[src/hdl/rfd_pkg.sv]
// package: register map, field positions, reset values and types for the rail decoder
package rfd_pkg;
  // ----------------------------------------------------------------
  // register map
  // ----------------------------------------------------------------
  localparam logic [3:0] RFD_ADDR_ENABLE = 4'h0;
  localparam logic [3:0] RFD_ADDR_PINS = 4'h1;
  localparam logic [3:0] RFD_ADDR_STATUS = 4'h2;
  localparam logic [3:0] RFD_ADDR_ID = 4'h3;
  // enable register fields
  localparam int RFD_BIT_TX_LDO = 0;
  localparam int RFD_BIT_PA_SW = 1;
  localparam int RFD_BIT_RX_LDO = 2;
  localparam int RFD_BIT_LNA_SW = 3;
  localparam int RFD_BIT_ANA_LDO = 4;
  localparam int RFD_EN_WIDTH = 5;
  localparam logic [4:0] RFD_EN_RESET = 5'h14;
  // identity value is arbitrary
  localparam logic [31:0] RFD_ID_VALUE = 32'h00005a01;
  // ----------------------------------------------------------------
  // types
  // ----------------------------------------------------------------
  typedef enum logic [1:0] {
    RFD_RAIL_OFF = 2'h0,
    RFD_RAIL_NORMAL = 2'h1,
    RFD_RAIL_LOW_POWER = 2'h2
  } rfd_rail_type;
  typedef struct packed {
    logic tx_ldo_enable_bit;
    logic pa_switch_enable_bit;
    logic rx_ldo_enable_bit;
    logic lna_switch_enable_bit;
    logic analog_ldo_enable_bit;
  } rfd_enable_type;
  typedef struct packed {
    logic master_enable;
    logic io_supply_present;
    logic chip_reset_input;
    logic rf_on_pin;
    logic tx_on_fast_pin;
  } rfd_pins_type;
  typedef struct packed {
    logic tx_rail;
    logic pa_supply_switch;
    rfd_rail_type rx_rail;
    logic lna_supply_switch;
    rfd_rail_type analog_rail;
  } rfd_rails_type;
endpackage : rfd_pkg

[src/hdl/rfd_sync.sv]
// two-flop synchroniser for one pin
module rfd_sync (
  // clock and reset
  input wire logic core_clk_i,
  input wire logic reset_n_i,
  // pin level in, synchronised level out
  input wire logic async_i,
  output logic sync_o
);
  logic stage1;
  always_ff @(posedge core_clk_i or negedge reset_n_i) begin
    if (!reset_n_i) begin
      stage1 <= 1'b0;
      sync_o <= 1'b0;
    end else begin
      stage1 <= async_i;
      sync_o <= stage1;
    end
  end
endmodule : rfd_sync

[src/hdl/rfd_rail_decode.sv]
// rail enable decoder with avalon-mm enable register
// Summary of operation
// - tx regulator on when all four enables high
// - tx regulator enable bit writable, resets 0
// - pa switch closes with six inputs high
// - pa switch gated by tx regulator on
// - pa switch enable bit writable, resets 0
// - rx regulator off unless bit, master, io
// - rx mode follows rf pin; reset forces normal
// - rx regulator enable bit writable, resets 1
// - lna switch closes with five inputs high
// - lna switch enable bit writable, resets 0
// - analog regulator off unless bit, master, io
// - analog mode follows rf pin; reset forces normal
// - analog regulator enable bit writable, resets 1
//
// Local design decisions: the register offsets and the Avalon-MM slave port.
module rfd_rail_decode (
  // clock and reset
  input wire logic core_clk_i,
  input wire logic reset_n_i,
  // avalon-mm slave
  input wire logic [3:0] avs_address_i,
  input wire logic avs_read_i,
  input wire logic avs_write_i,
  input wire logic [31:0] avs_writedata_i,
  input wire logic [3:0] avs_byteenable_i,
  output logic [31:0] avs_readdata_o,
  output logic avs_waitrequest_o,
  // pins from the system
  input wire rfd_pkg::rfd_pins_type pins_i,
  // rail controls
  output rfd_pkg::rfd_rails_type rails_o
);
  import rfd_pkg::*;

  // ----------------------------------------------------------------
  // pin synchronisers
  // ----------------------------------------------------------------
  localparam int NPINS = $bits(rfd_pins_type);
  logic [NPINS-1:0] pins_raw;
  logic [NPINS-1:0] pins_syn;
  rfd_pins_type pins;
  assign pins_raw = pins_i;
  assign pins = pins_syn;

  genvar gi;
  generate
    for (gi = 0; gi < NPINS; gi++) begin : g_sync
      rfd_sync u_sync (
        .core_clk_i(core_clk_i),
        .reset_n_i(reset_n_i),
        .async_i(pins_raw[gi]),
        .sync_o(pins_syn[gi])
      );
    end
  endgenerate

  // ----------------------------------------------------------------
  // register slave
  // ----------------------------------------------------------------
  // single-cycle answer: read data registered, waitrequest high for the first request cycle
  logic [RFD_EN_WIDTH-1:0] enable_bits;
  rfd_enable_type en;
  logic req_done;
  logic [31:0] next_readdata;
  logic [31:0] readdata;
  wire sel_enable = avs_address_i == RFD_ADDR_ENABLE;
  wire sel_pins = avs_address_i == RFD_ADDR_PINS;
  wire sel_status = avs_address_i == RFD_ADDR_STATUS;
  wire sel_id = avs_address_i == RFD_ADDR_ID;
  wire req = avs_read_i | avs_write_i;
  wire accept = req & ~req_done;
  // write lands at the edge where the master sees waitrequest low
  wire wr_enable = req_done & avs_write_i & sel_enable & avs_byteenable_i[0];
  // fields picked by index: the struct's packing order differs from the register bit map
  assign en.tx_ldo_enable_bit = enable_bits[RFD_BIT_TX_LDO];
  assign en.pa_switch_enable_bit = enable_bits[RFD_BIT_PA_SW];
  assign en.rx_ldo_enable_bit = enable_bits[RFD_BIT_RX_LDO];
  assign en.lna_switch_enable_bit = enable_bits[RFD_BIT_LNA_SW];
  assign en.analog_ldo_enable_bit = enable_bits[RFD_BIT_ANA_LDO];

  always_ff @(posedge core_clk_i or negedge reset_n_i) begin
    if (!reset_n_i) begin
      req_done <= 1'b0;
    end else begin
      req_done <= accept;
    end
  end

  // accept cycle raises waitrequest; the write lands in the following cycle
  always_ff @(posedge core_clk_i or negedge reset_n_i) begin
    if (!reset_n_i) begin
      enable_bits <= RFD_EN_RESET;
    end else if (wr_enable) begin
      enable_bits <= avs_writedata_i[RFD_EN_WIDTH-1:0];
    end
  end

  // unmapped addresses read zero and ignore writes
  assign next_readdata = sel_enable ? {27'h0, enable_bits} :
                         sel_pins ? {27'h0, pins_syn} :
                         sel_status ? {25'h0, rails_o} :
                         sel_id ? RFD_ID_VALUE : 32'h0;

  always_ff @(posedge core_clk_i or negedge reset_n_i) begin
    if (!reset_n_i) begin
      readdata <= 32'h0;
    end else if (accept) begin
      readdata <= next_readdata;
    end
  end

  assign avs_readdata_o = readdata;
  assign avs_waitrequest_o = req & ~req_done;

  // ----------------------------------------------------------------
  // rail decode
  // ----------------------------------------------------------------
  // the host keeps battery-low policy itself; no battery sensing here
  wire supply_ok = pins.master_enable & pins.io_supply_present;
  wire next_tx_on = supply_ok & pins.rf_on_pin & en.tx_ldo_enable_bit;
  wire next_pa_on = next_tx_on & pins.tx_on_fast_pin & en.pa_switch_enable_bit;
  wire rx_en = supply_ok & en.rx_ldo_enable_bit;
  wire next_lna_on = rx_en & pins.rf_on_pin & en.lna_switch_enable_bit;
  wire ana_en = supply_ok & en.analog_ldo_enable_bit;
  // chip reset low overrides the rf pin and keeps full performance
  wire normal_sel = ~pins.chip_reset_input | pins.rf_on_pin;
  rfd_rail_type next_rx_mode;
  rfd_rail_type next_ana_mode;
  assign next_rx_mode = !rx_en ? RFD_RAIL_OFF : normal_sel ? RFD_RAIL_NORMAL : RFD_RAIL_LOW_POWER;
  assign next_ana_mode = !ana_en ? RFD_RAIL_OFF : normal_sel ? RFD_RAIL_NORMAL : RFD_RAIL_LOW_POWER;

  // one register stage keeps the rail controls glitch free
  always_ff @(posedge core_clk_i or negedge reset_n_i) begin
    if (!reset_n_i) begin
      rails_o <= '{tx_rail: 1'b0, pa_supply_switch: 1'b0, rx_rail: RFD_RAIL_OFF,
                   lna_supply_switch: 1'b0, analog_rail: RFD_RAIL_OFF};
    end else begin
      rails_o.tx_rail <= next_tx_on;
      rails_o.pa_supply_switch <= next_pa_on;
      rails_o.rx_rail <= next_rx_mode;
      rails_o.lna_supply_switch <= next_lna_on;
      rails_o.analog_rail <= next_ana_mode;
    end
  end
endmodule : rfd_rail_decode

[config.mk]
export PLATFORM = sky130hd
export DESIGN_NAME = rfd_rail_decode
export DESIGN_NICKNAME = d
export VERILOG_FILES = /design/src/hdl/rfd_pkg.sv /design/src/hdl/rfd_sync.sv /design/src/hdl/rfd_rail_decode.sv
export SDC_FILE = /design/constraint.sdc
export NUM_CORES = 1
export LEC_CHECK = 0
export ABC_AREA = 1
export ABC_CLOCK_PERIOD_IN_PS = 3000
export BUFFER_PORTS_ARGS = -buffer_cell sky130_fd_sc_hd__buf_4
export CELL_PAD_IN_SITES_DETAIL_PLACEMENT = 0
export CELL_PAD_IN_SITES_GLOBAL_PLACEMENT = 1
export CORE_AREA = 2 2 71 73
export CTS_BUF_LIST = sky130_fd_sc_hd__clkbuf_16
export CTS_CLUSTER_DIAMETER = 50
export CTS_CLUSTER_SIZE = 40
export DETAILED_ROUTE_END_ITERATION = 10
export DIE_AREA = 0 0 73 75
export PLACE_DENSITY_LB_ADDON = 0.2
export SLEW_MARGIN = 40
export SYNTH_ARGS = -nofsm -noshare
export SYNTH_HDL_FRONTEND = slang
export SYNTH_HIERARCHICAL = 1
export SYNTH_SLANG_ARGS = --single-unit
[constraint.sdc]
create_clock -name core_clk_i -period 3 [get_ports core_clk_i]
set_clock_uncertainty 0.2 [all_clocks]
set_input_delay 0.6 -clock core_clk_i [delete_from_list [all_inputs] [get_ports core_clk_i]]
set_output_delay 0.6 -clock core_clk_i [all_outputs]
set_load 0.005 [all_outputs]
==> results of run 1 <==
[state kept, by name (all words and copies together) (netlist names)]
register and flops:
g_sync.u_sync/stage1 5, req_done 1, rails_o 7, g_sync.u_sync/sync_o 5, enable_bits 5, avs_readdata_o 8
[logic make-up (layout without fill, tap and decap cells)]
logic type | after synthesis | after routing
compound gates | 6 | 6
buf+inv | 44 | 63
flops | 31 | 31
other cells | 1 | 21
simple gates | 74 | 74
[layer usage]
metal,wire [um],part of all wire [%],GRT usage (%),up-vias
met3,201,7.4,3.88,3
met4,25,0.92,3.70,0
met5,0,0,0,-
li1,-,-,-,512
met1,1200,44,12.9,448
met2,1280,47,16.0,44
[layout make-up]
class | instances | area [um^2] | share of cell area, %
Timing Repair Buffer | 37 | 278 | 15.4
Sequential cell | 31 | 778 | 43.1
Multi-Input combinational cell | 101 | 472 | 26.1
Clock inverter | 3 | 16.3 | 0.902
Tap cell | 54 | 67.6 | 3.74
Inverter | 18 | 67.6 | 3.74
Clock buffer | 5 | 125 | 6.93
[cells in the mapped netlist]
cell type	number	share of area [%]
and2_1	1	0.43
buf_4	24	12
buf_6	2	1.6
conb_1	1	0.26
dfrtp_1	29	50
dfstp_2	2	3.6
inv_1	17	4.4
inv_2	1	0.26
nand2_1	34	8.8
nand2_2	1	0.43
nand2_4	1	0.78
nand3_1	24	8.3
nor2_1	6	1.6
nor2_4	3	2.3
nor2_8	1	1.4
nor3_1	3	1.0
o21ai_0	4	1.4
o21ai_1	2	0.69
[path summary, 6_finish.rpt]
| path | slack [ns] | endpoint | from | cells past startpoint |
|---|---|---|---|---|
| min in group core_clk_i | 0.15 | g_sync[3].u_sync/sync_o$_DFF_PN0_ | g_sync[3].u_sync/stage1$_DFF_PN0_ | 0 |
| worst min register to register | 0.15 | g_sync[3].u_sync/sync_o$_DFF_PN0_ | g_sync[3].u_sync/stage1$_DFF_PN0_ | 0 |
| max in group asynchronous | 2.22 | enable_bits[4]$_DFFE_PN1P_ | reset_n_i | 1 |
| worst min-delay path | 0.05 | avs_readdata_o[2]$_DFFE_PN0P_ | reset_n_i | 1 |
| worst max register to register | 1.70 | avs_readdata_o[3]$_DFFE_PN0P_ | req_done$_DFF_PN0_ | 5 |
| worst max-delay path | 0.85 | avs_waitrequest_o | avs_write_i | 6 |
[report_power, final]
part           switching [mW]  internal (mW)
Clock                   0.166          0.301
Sequential             0.0152          0.456
Combinational          0.0745         0.0515
[worst register-to-register path, stage by stage, from the launching register on]
cell,delay [ns]
dfrtp_1,0.38
inv_1,0.08
nand2_2,0.13
inv_1,0.26
nand3_1,0.13
nand2_1,0.07
[per-stage QoR]
stage / cells / hold slack [ns] / power [mW] / util [%] / cell area [um^2]
2_1_floorplan: 176 / 0.104 / 0.563 / - / 1520
3_3_place_gp: 241 / 0.135 / 0.604 / 35.7 / 1660
3_5_place_dp: 241 / 0.137 / 0.605 / 35.7 / 1660
4_1_cts: 249 / 0.0667 / 1.08 / 38.7 / 1800
5_1_grt: 249 / 0.0838 / 1.12 / 38.7 / 1800
6_report: 249 / 0.0530 / 1.06 / 38.7 / 1800
==> metrics.md, run 1 <==
| Metric | Value |
|---|---|
| Setup Viol. Count Final | `0` |
| Die Wd | `73 um` |
| Vias in the first global route | `935` |
| Synth warn | `6` |
| Setup WS post-layout | `0.852 ns` |
| Cts hold-fix bufs | `0` |
| Routed len/inst | `between 10 and 15 um` |
| Sequential area share after synthesis | `53.9%` |
| Max Cap Viol | `0` |
| FMAX | `465 MHz` |
| Worst hold path class | `input pin to asynchronous set/reset pin` |
| Post-Synth Adder-Cell Area | `0%` |
| Fill cells | `487` |
| CP max FO | `10` |
| CTS tree | `built` |
| Yosys reg bits | `31` |
| Commonest non-fill, non-tap cell in the layout | `buf_4` |
| Largest stage delay, worst path | `~0.26 ns` |
| Cells after synthesis | `156` |
| Initial DRC Count | `23` |
| Req. time, crit path | `2.20 ns` |
| Slew Limit Fails | `0` |
| Commonest cells after routing, fill and taps aside | `37 x buf_4, 34 x nand2_1, 29 x dfrtp_1` |
| RSZ-0062 raised after global routing | `false` |
| Critical path class | `input pin to primary output` |
| Area Overhead vs Synth | `24.8%` |
| Worst-path cell chain | `buf_4, inv_1, nand2_1, nand2_2, inv_1, buf_4` |
| Pre-antenna DRT Iters | `4` |
| Routed WL | `~2700 um` |
| LEAKAGE | `1.01 nW` |
| Final Hold Vio Count | `0` |
| RePlAce Congestion | `0.756` |
| Cell Pwr Density | `590 mW/mm^2` |
| Starting density of the core | `31.0%` |
| Die height | `75 um` |
| Longest Clk Path Bufs | `2` |
| Critical path's slowest cell | `inv_1` |
| GRT Total Usage | `between 10% and 20%` |
| Vias per cell | `4.04` |
| Worst IR drop on VDD | `0.000274 V` |
| CP top delay family | `buffers and inverters` |
| Largest family of logic cells by synthesized area | `simple AND/OR/NAND/NOR gates` |
| Clk Latency, worst-skew pair | `0.27 ns` |
| Setup crit start kind | `input pin` |
| Placement Setup Slack | `0.835 ns` |
| Root Buffer | `clkbuf_16` |
| Post-synthesis xor/xnor area fraction | `0%` |
| Row count | `25` |
| Post-Syn Area | `0.00145 mm^2` |
| Largest net degree at the start of global routing | `32` |
| Post-Synth Simple-Gate Area | `25.1%` |
| Final worst path period need | `2.15 ns` |
| Final #Nets | `243` |
| Dpl hpwl | `2090 um` |
| Initial antenna violation count | `0` |
| Post-synthesis compound-gate area fraction | `2.08%` |
| Synth unique cells | `18` |
| WP buf/inv | `4` |
| Max H-tree Level | `2` |
| Crit path capture type | `primary output` |
| Core Box Area | `0.00466 mm^2` |
| Num CTS Buffers | `5` |
| DR vias | `around 1000` |
| Share of cells above drive strength 1 | `a little over a quarter` |
| Diodes inserted | `0` |
| Status | `complete, no violations` |
| Post-route ant nets | `0` |
| Mux share of post-synthesis cell area | `0%` |
| Crit path DAT | `1.35 ns` |
| PortBufs | `37` |
| Setup_tns | `0 ns` |
| Drt drc | `0` |
| IO Pins | `89` |
| Postcts setup bufs | `0` |
| CTS Sinks | `31` |
| Clk pin slew, worst setup/hold paths | `0.05 ns` |
| Global route total overflow | `0` |
| CTS resizes | `0` |
| Final period utilization | `71.6%` |
| First-pass GRT wire length | `4200 um` |
| Die area | `0.00548 mm^2` |
| Mapped Avg Cell Area | `around 9 um^2` |
No activity file was read; power rests on OpenSTA's default activity.
==> inputs of run 2 (changes only) <==
Settings changed: ABC_CLOCK_PERIOD_IN_PS 3000 to 2100, CORE_AREA 2 2 71 73 to 2 2 73 75, DIE_AREA 0 0 73 75 to 0 0 75 77.
Clock period 3 ns to 2.1 ns, I/O delays scaled along.
==> run 2 against run 1 <==
Clock power grew 45%. Sequential cell count is the same. Critical path type is now register to primary output. Critical path depth shrank 2.
==> metrics.md, run 2 (synthesis gave the netlist of run 1 again) <==
| Metric | Value |
|---|---|
| Status | `complete, no violations` |
| Critical path's slowest cell | `dfrtp_1` |
| Vias per cell | `3.82 (-5.6%)` |
| Die Wd | `75 um (+2.7%)` |
| Share of cells above drive strength 1 | `27.6% (+0.37 points)` |
| Largest net degree at the start of global routing | `32 (unchanged)` |
| Clk Latency, worst-skew pair | `0.27 ns (about the same)` |
| Core Box Area | `0.00498 mm^2 (+6.8%)` |
| CP top delay family | `buffers and inverters` |
| Cell mode on critical path | `inv_1` |
| IO Pins | `89 (unchanged)` |
| Critical path class | `register to primary output` |
| Commonest non-fill, non-tap cell in the layout | `buf_4` |
| CP max FO | `10 (unchanged)` |
| Worst R2R Path Depth | `5 (unchanged)` |
| Max Cap Viol | `0 (unchanged)` |
| LEAKAGE | `1.01 nW (about the same)` |
| Slew Limit Fails | `0 (unchanged)` |
| Final Hold Vio Count | `0 (unchanged)` |
| Vias in the first global route | `1007 (+7.7%)` |
| Routed len/inst | `10.2 um (-5.8%)` |
| Die area | `0.00578 mm^2 (+5.5%)` |
| Post-route ant nets | `0 (unchanged)` |
| Longest Clk Path Bufs | `2 (unchanged)` |
| Num CTS Buffers | `5 (unchanged)` |
| RePlAce Congestion | `0.716 (-5.2%)` |
| Cell Pwr Density | `834 mW/mm^2 (+41%)` |
| Initial DRC Count | `20 (-13%)` |
| Worst hold path class | `input pin to register` |
| Worst IR drop on VDD | `0.000432 V (+58%)` |
| Root Buffer | `clkbuf_16` |
| Starting density of the core | `29.0% (-2.0 points)` |
| CP Depth | `4 (-2)` |
| RSZ-0062 raised after global routing | `false` |
| Hold path cells | `1` |
| PortBufs | `37 (unchanged)` |
| Drt drc | `0 (unchanged)` |
| Largest stage delay, worst path | `0.38 ns (+0.12 ns)` |
| First-pass GRT wire length | `4620 um (+10%)` |
| CTS resizes | `0 (unchanged)` |
| Worst-path cell chain | `inv_1, nand2_2, inv_1, buf_4` |
| Commonest cells after routing, fill and taps aside | `37 x buf_4, 34 x nand2_1, 29 x dfrtp_1` |
| Final worst path period need | `~1.9 ns` |
| Req. time, crit path | `1.48 ns (-0.72 ns)` |
| Max reg flops | `8 (unchanged)` |
| Routed WL | `2730 um (+0.66%)` |
| Max H-tree Level | `2 (unchanged)` |
| Setup crit start kind | `register` |
| CTS Sinks | `31 (unchanged)` |
| WP buf/inv | `3 (-1)` |
| Setup_tns | `0 ns (unchanged)` |
| GRT Total Usage | `10.4% (+0.23 points)` |
| Final #Nets | `244 (+0.41%)` |
| Area Overhead vs Synth | `27.2%` |
| Diodes inserted | `0 (unchanged)` |
| Die height | `77 um (+2.7%)` |
| Crit path DAT | `1.26 ns (-0.09 ns)` |
| Fill cells | `522 (+7.2%)` |
| Cts hold-fix bufs | `1 (+1)` |
| Initial antenna violation count | `0 (unchanged)` |
| Global route total overflow | `0 (unchanged)` |
| Row count | `26 (+4.0%)` |
| CTS tree | `built` |
| Dpl hpwl | `2150 um (+3.0%)` |
| Final period utilization | `just under 90%` |
| Pre-antenna DRT Iters | `4 (unchanged)` |
| DR vias | `1015 (+0.79%)` |
| Crit path capture type | `primary output` |
| Clk pin slew, worst setup/hold paths | `0.05 ns (about the same)` |
| Setup Viol. Count Final | `0 (unchanged)` |
| FMAX | `533 MHz` |
| Total power | `1.53 mW (+44%)` |
| Postcts setup bufs | `0 (unchanged)` |
-- run 2: cell types whose count changed in the layout (fill, tap and decap cells not counted) --
| cell | delta |
|---|---|
| clkinvlp_4 | +1 |
| dlygate4sd3_1 | +1 |
| inv_1 | -1 |
-- run 2: area by class of cell --
class	instances	area (um^2)	area share, %
inverters	18	67.6	3.68
repair buffers	38	288	15.7
clock buffers	5	125	6.81
multi-input cells	101	472	25.7
flip-flops and latches	31	778	42.3
well taps	70	87.6	4.77
clock inverters	3	20.0	1.09
-- run 2: worst reg2reg max path: cells and delay by family, from the launching register on --
| family | cells | cell delay (ns) |
|---|---|---|
| flip-flops | 1 | 0.38 |
| AND/OR/NAND/NOR | 3 | 0.33 |
| buffers and inverters | 2 | 0.32 |
-- run 2: report_power, final --
group / switching, mW / internal (mW)
Sequential: 0.0221 / 0.652
Clock: 0.243 / 0.435
Combinational: 0.106 / 0.0748
Total: 0.371 / 1.16
-- run 2: metal layers --
layer  vias up  track usage (%)  wire length (um)
met4         0             2.68                 0
met2        37             16.1              1350
met5         -                0                 0
met3         0             3.94               192
met1       460             13.6              1180
li1        518                -                 -
-- run 2: through the flow --
| step | util, % | instances | setup slack [ns] | cell area, um^2 | hold slack, ns |
|---|---|---|---|---|---|
| floorplan | - | 176 | 0.687 | 1520 | -0.0756 |
| global placement | 33.8 | 257 | 0.325 | 1680 | 0.134 |
| detailed placement | 33.8 | 257 | 0.301 | 1680 | 0.135 |
| CTS | 36.9 | 266 | 0.202 | 1840 | 0.0460 |
| global route | 36.9 | 266 | 0.116 | 1840 | 0.0413 |
| finish | 36.9 | 266 | 0.224 | 1840 | 0.0521 |
-- run 2: worst paths after layout --
kind / startpoint / to / slack [ns]
worst min-delay path: pins_i[3] / g_sync[3].u_sync/stage1$_DFF_PN0_ / 0.05
max in group asynchronous: reset_n_i / enable_bits[4]$_DFFE_PN1P_ / 0.97
worst max-delay path: req_done$_DFF_PN0_ / avs_waitrequest_o / 0.22
worst min register to register: g_sync[0].u_sync/stage1$_DFF_PN0_ / g_sync[0].u_sync/sync_o$_DFF_PN0_ / 0.15
worst max register to register: req_done$_DFF_PN0_ / avs_readdata_o[4]$_DFFE_PN0P_ / 0.81
min in group asynchronous: reset_n_i / g_sync[0].u_sync/stage1$_DFF_PN0_ / 0.41
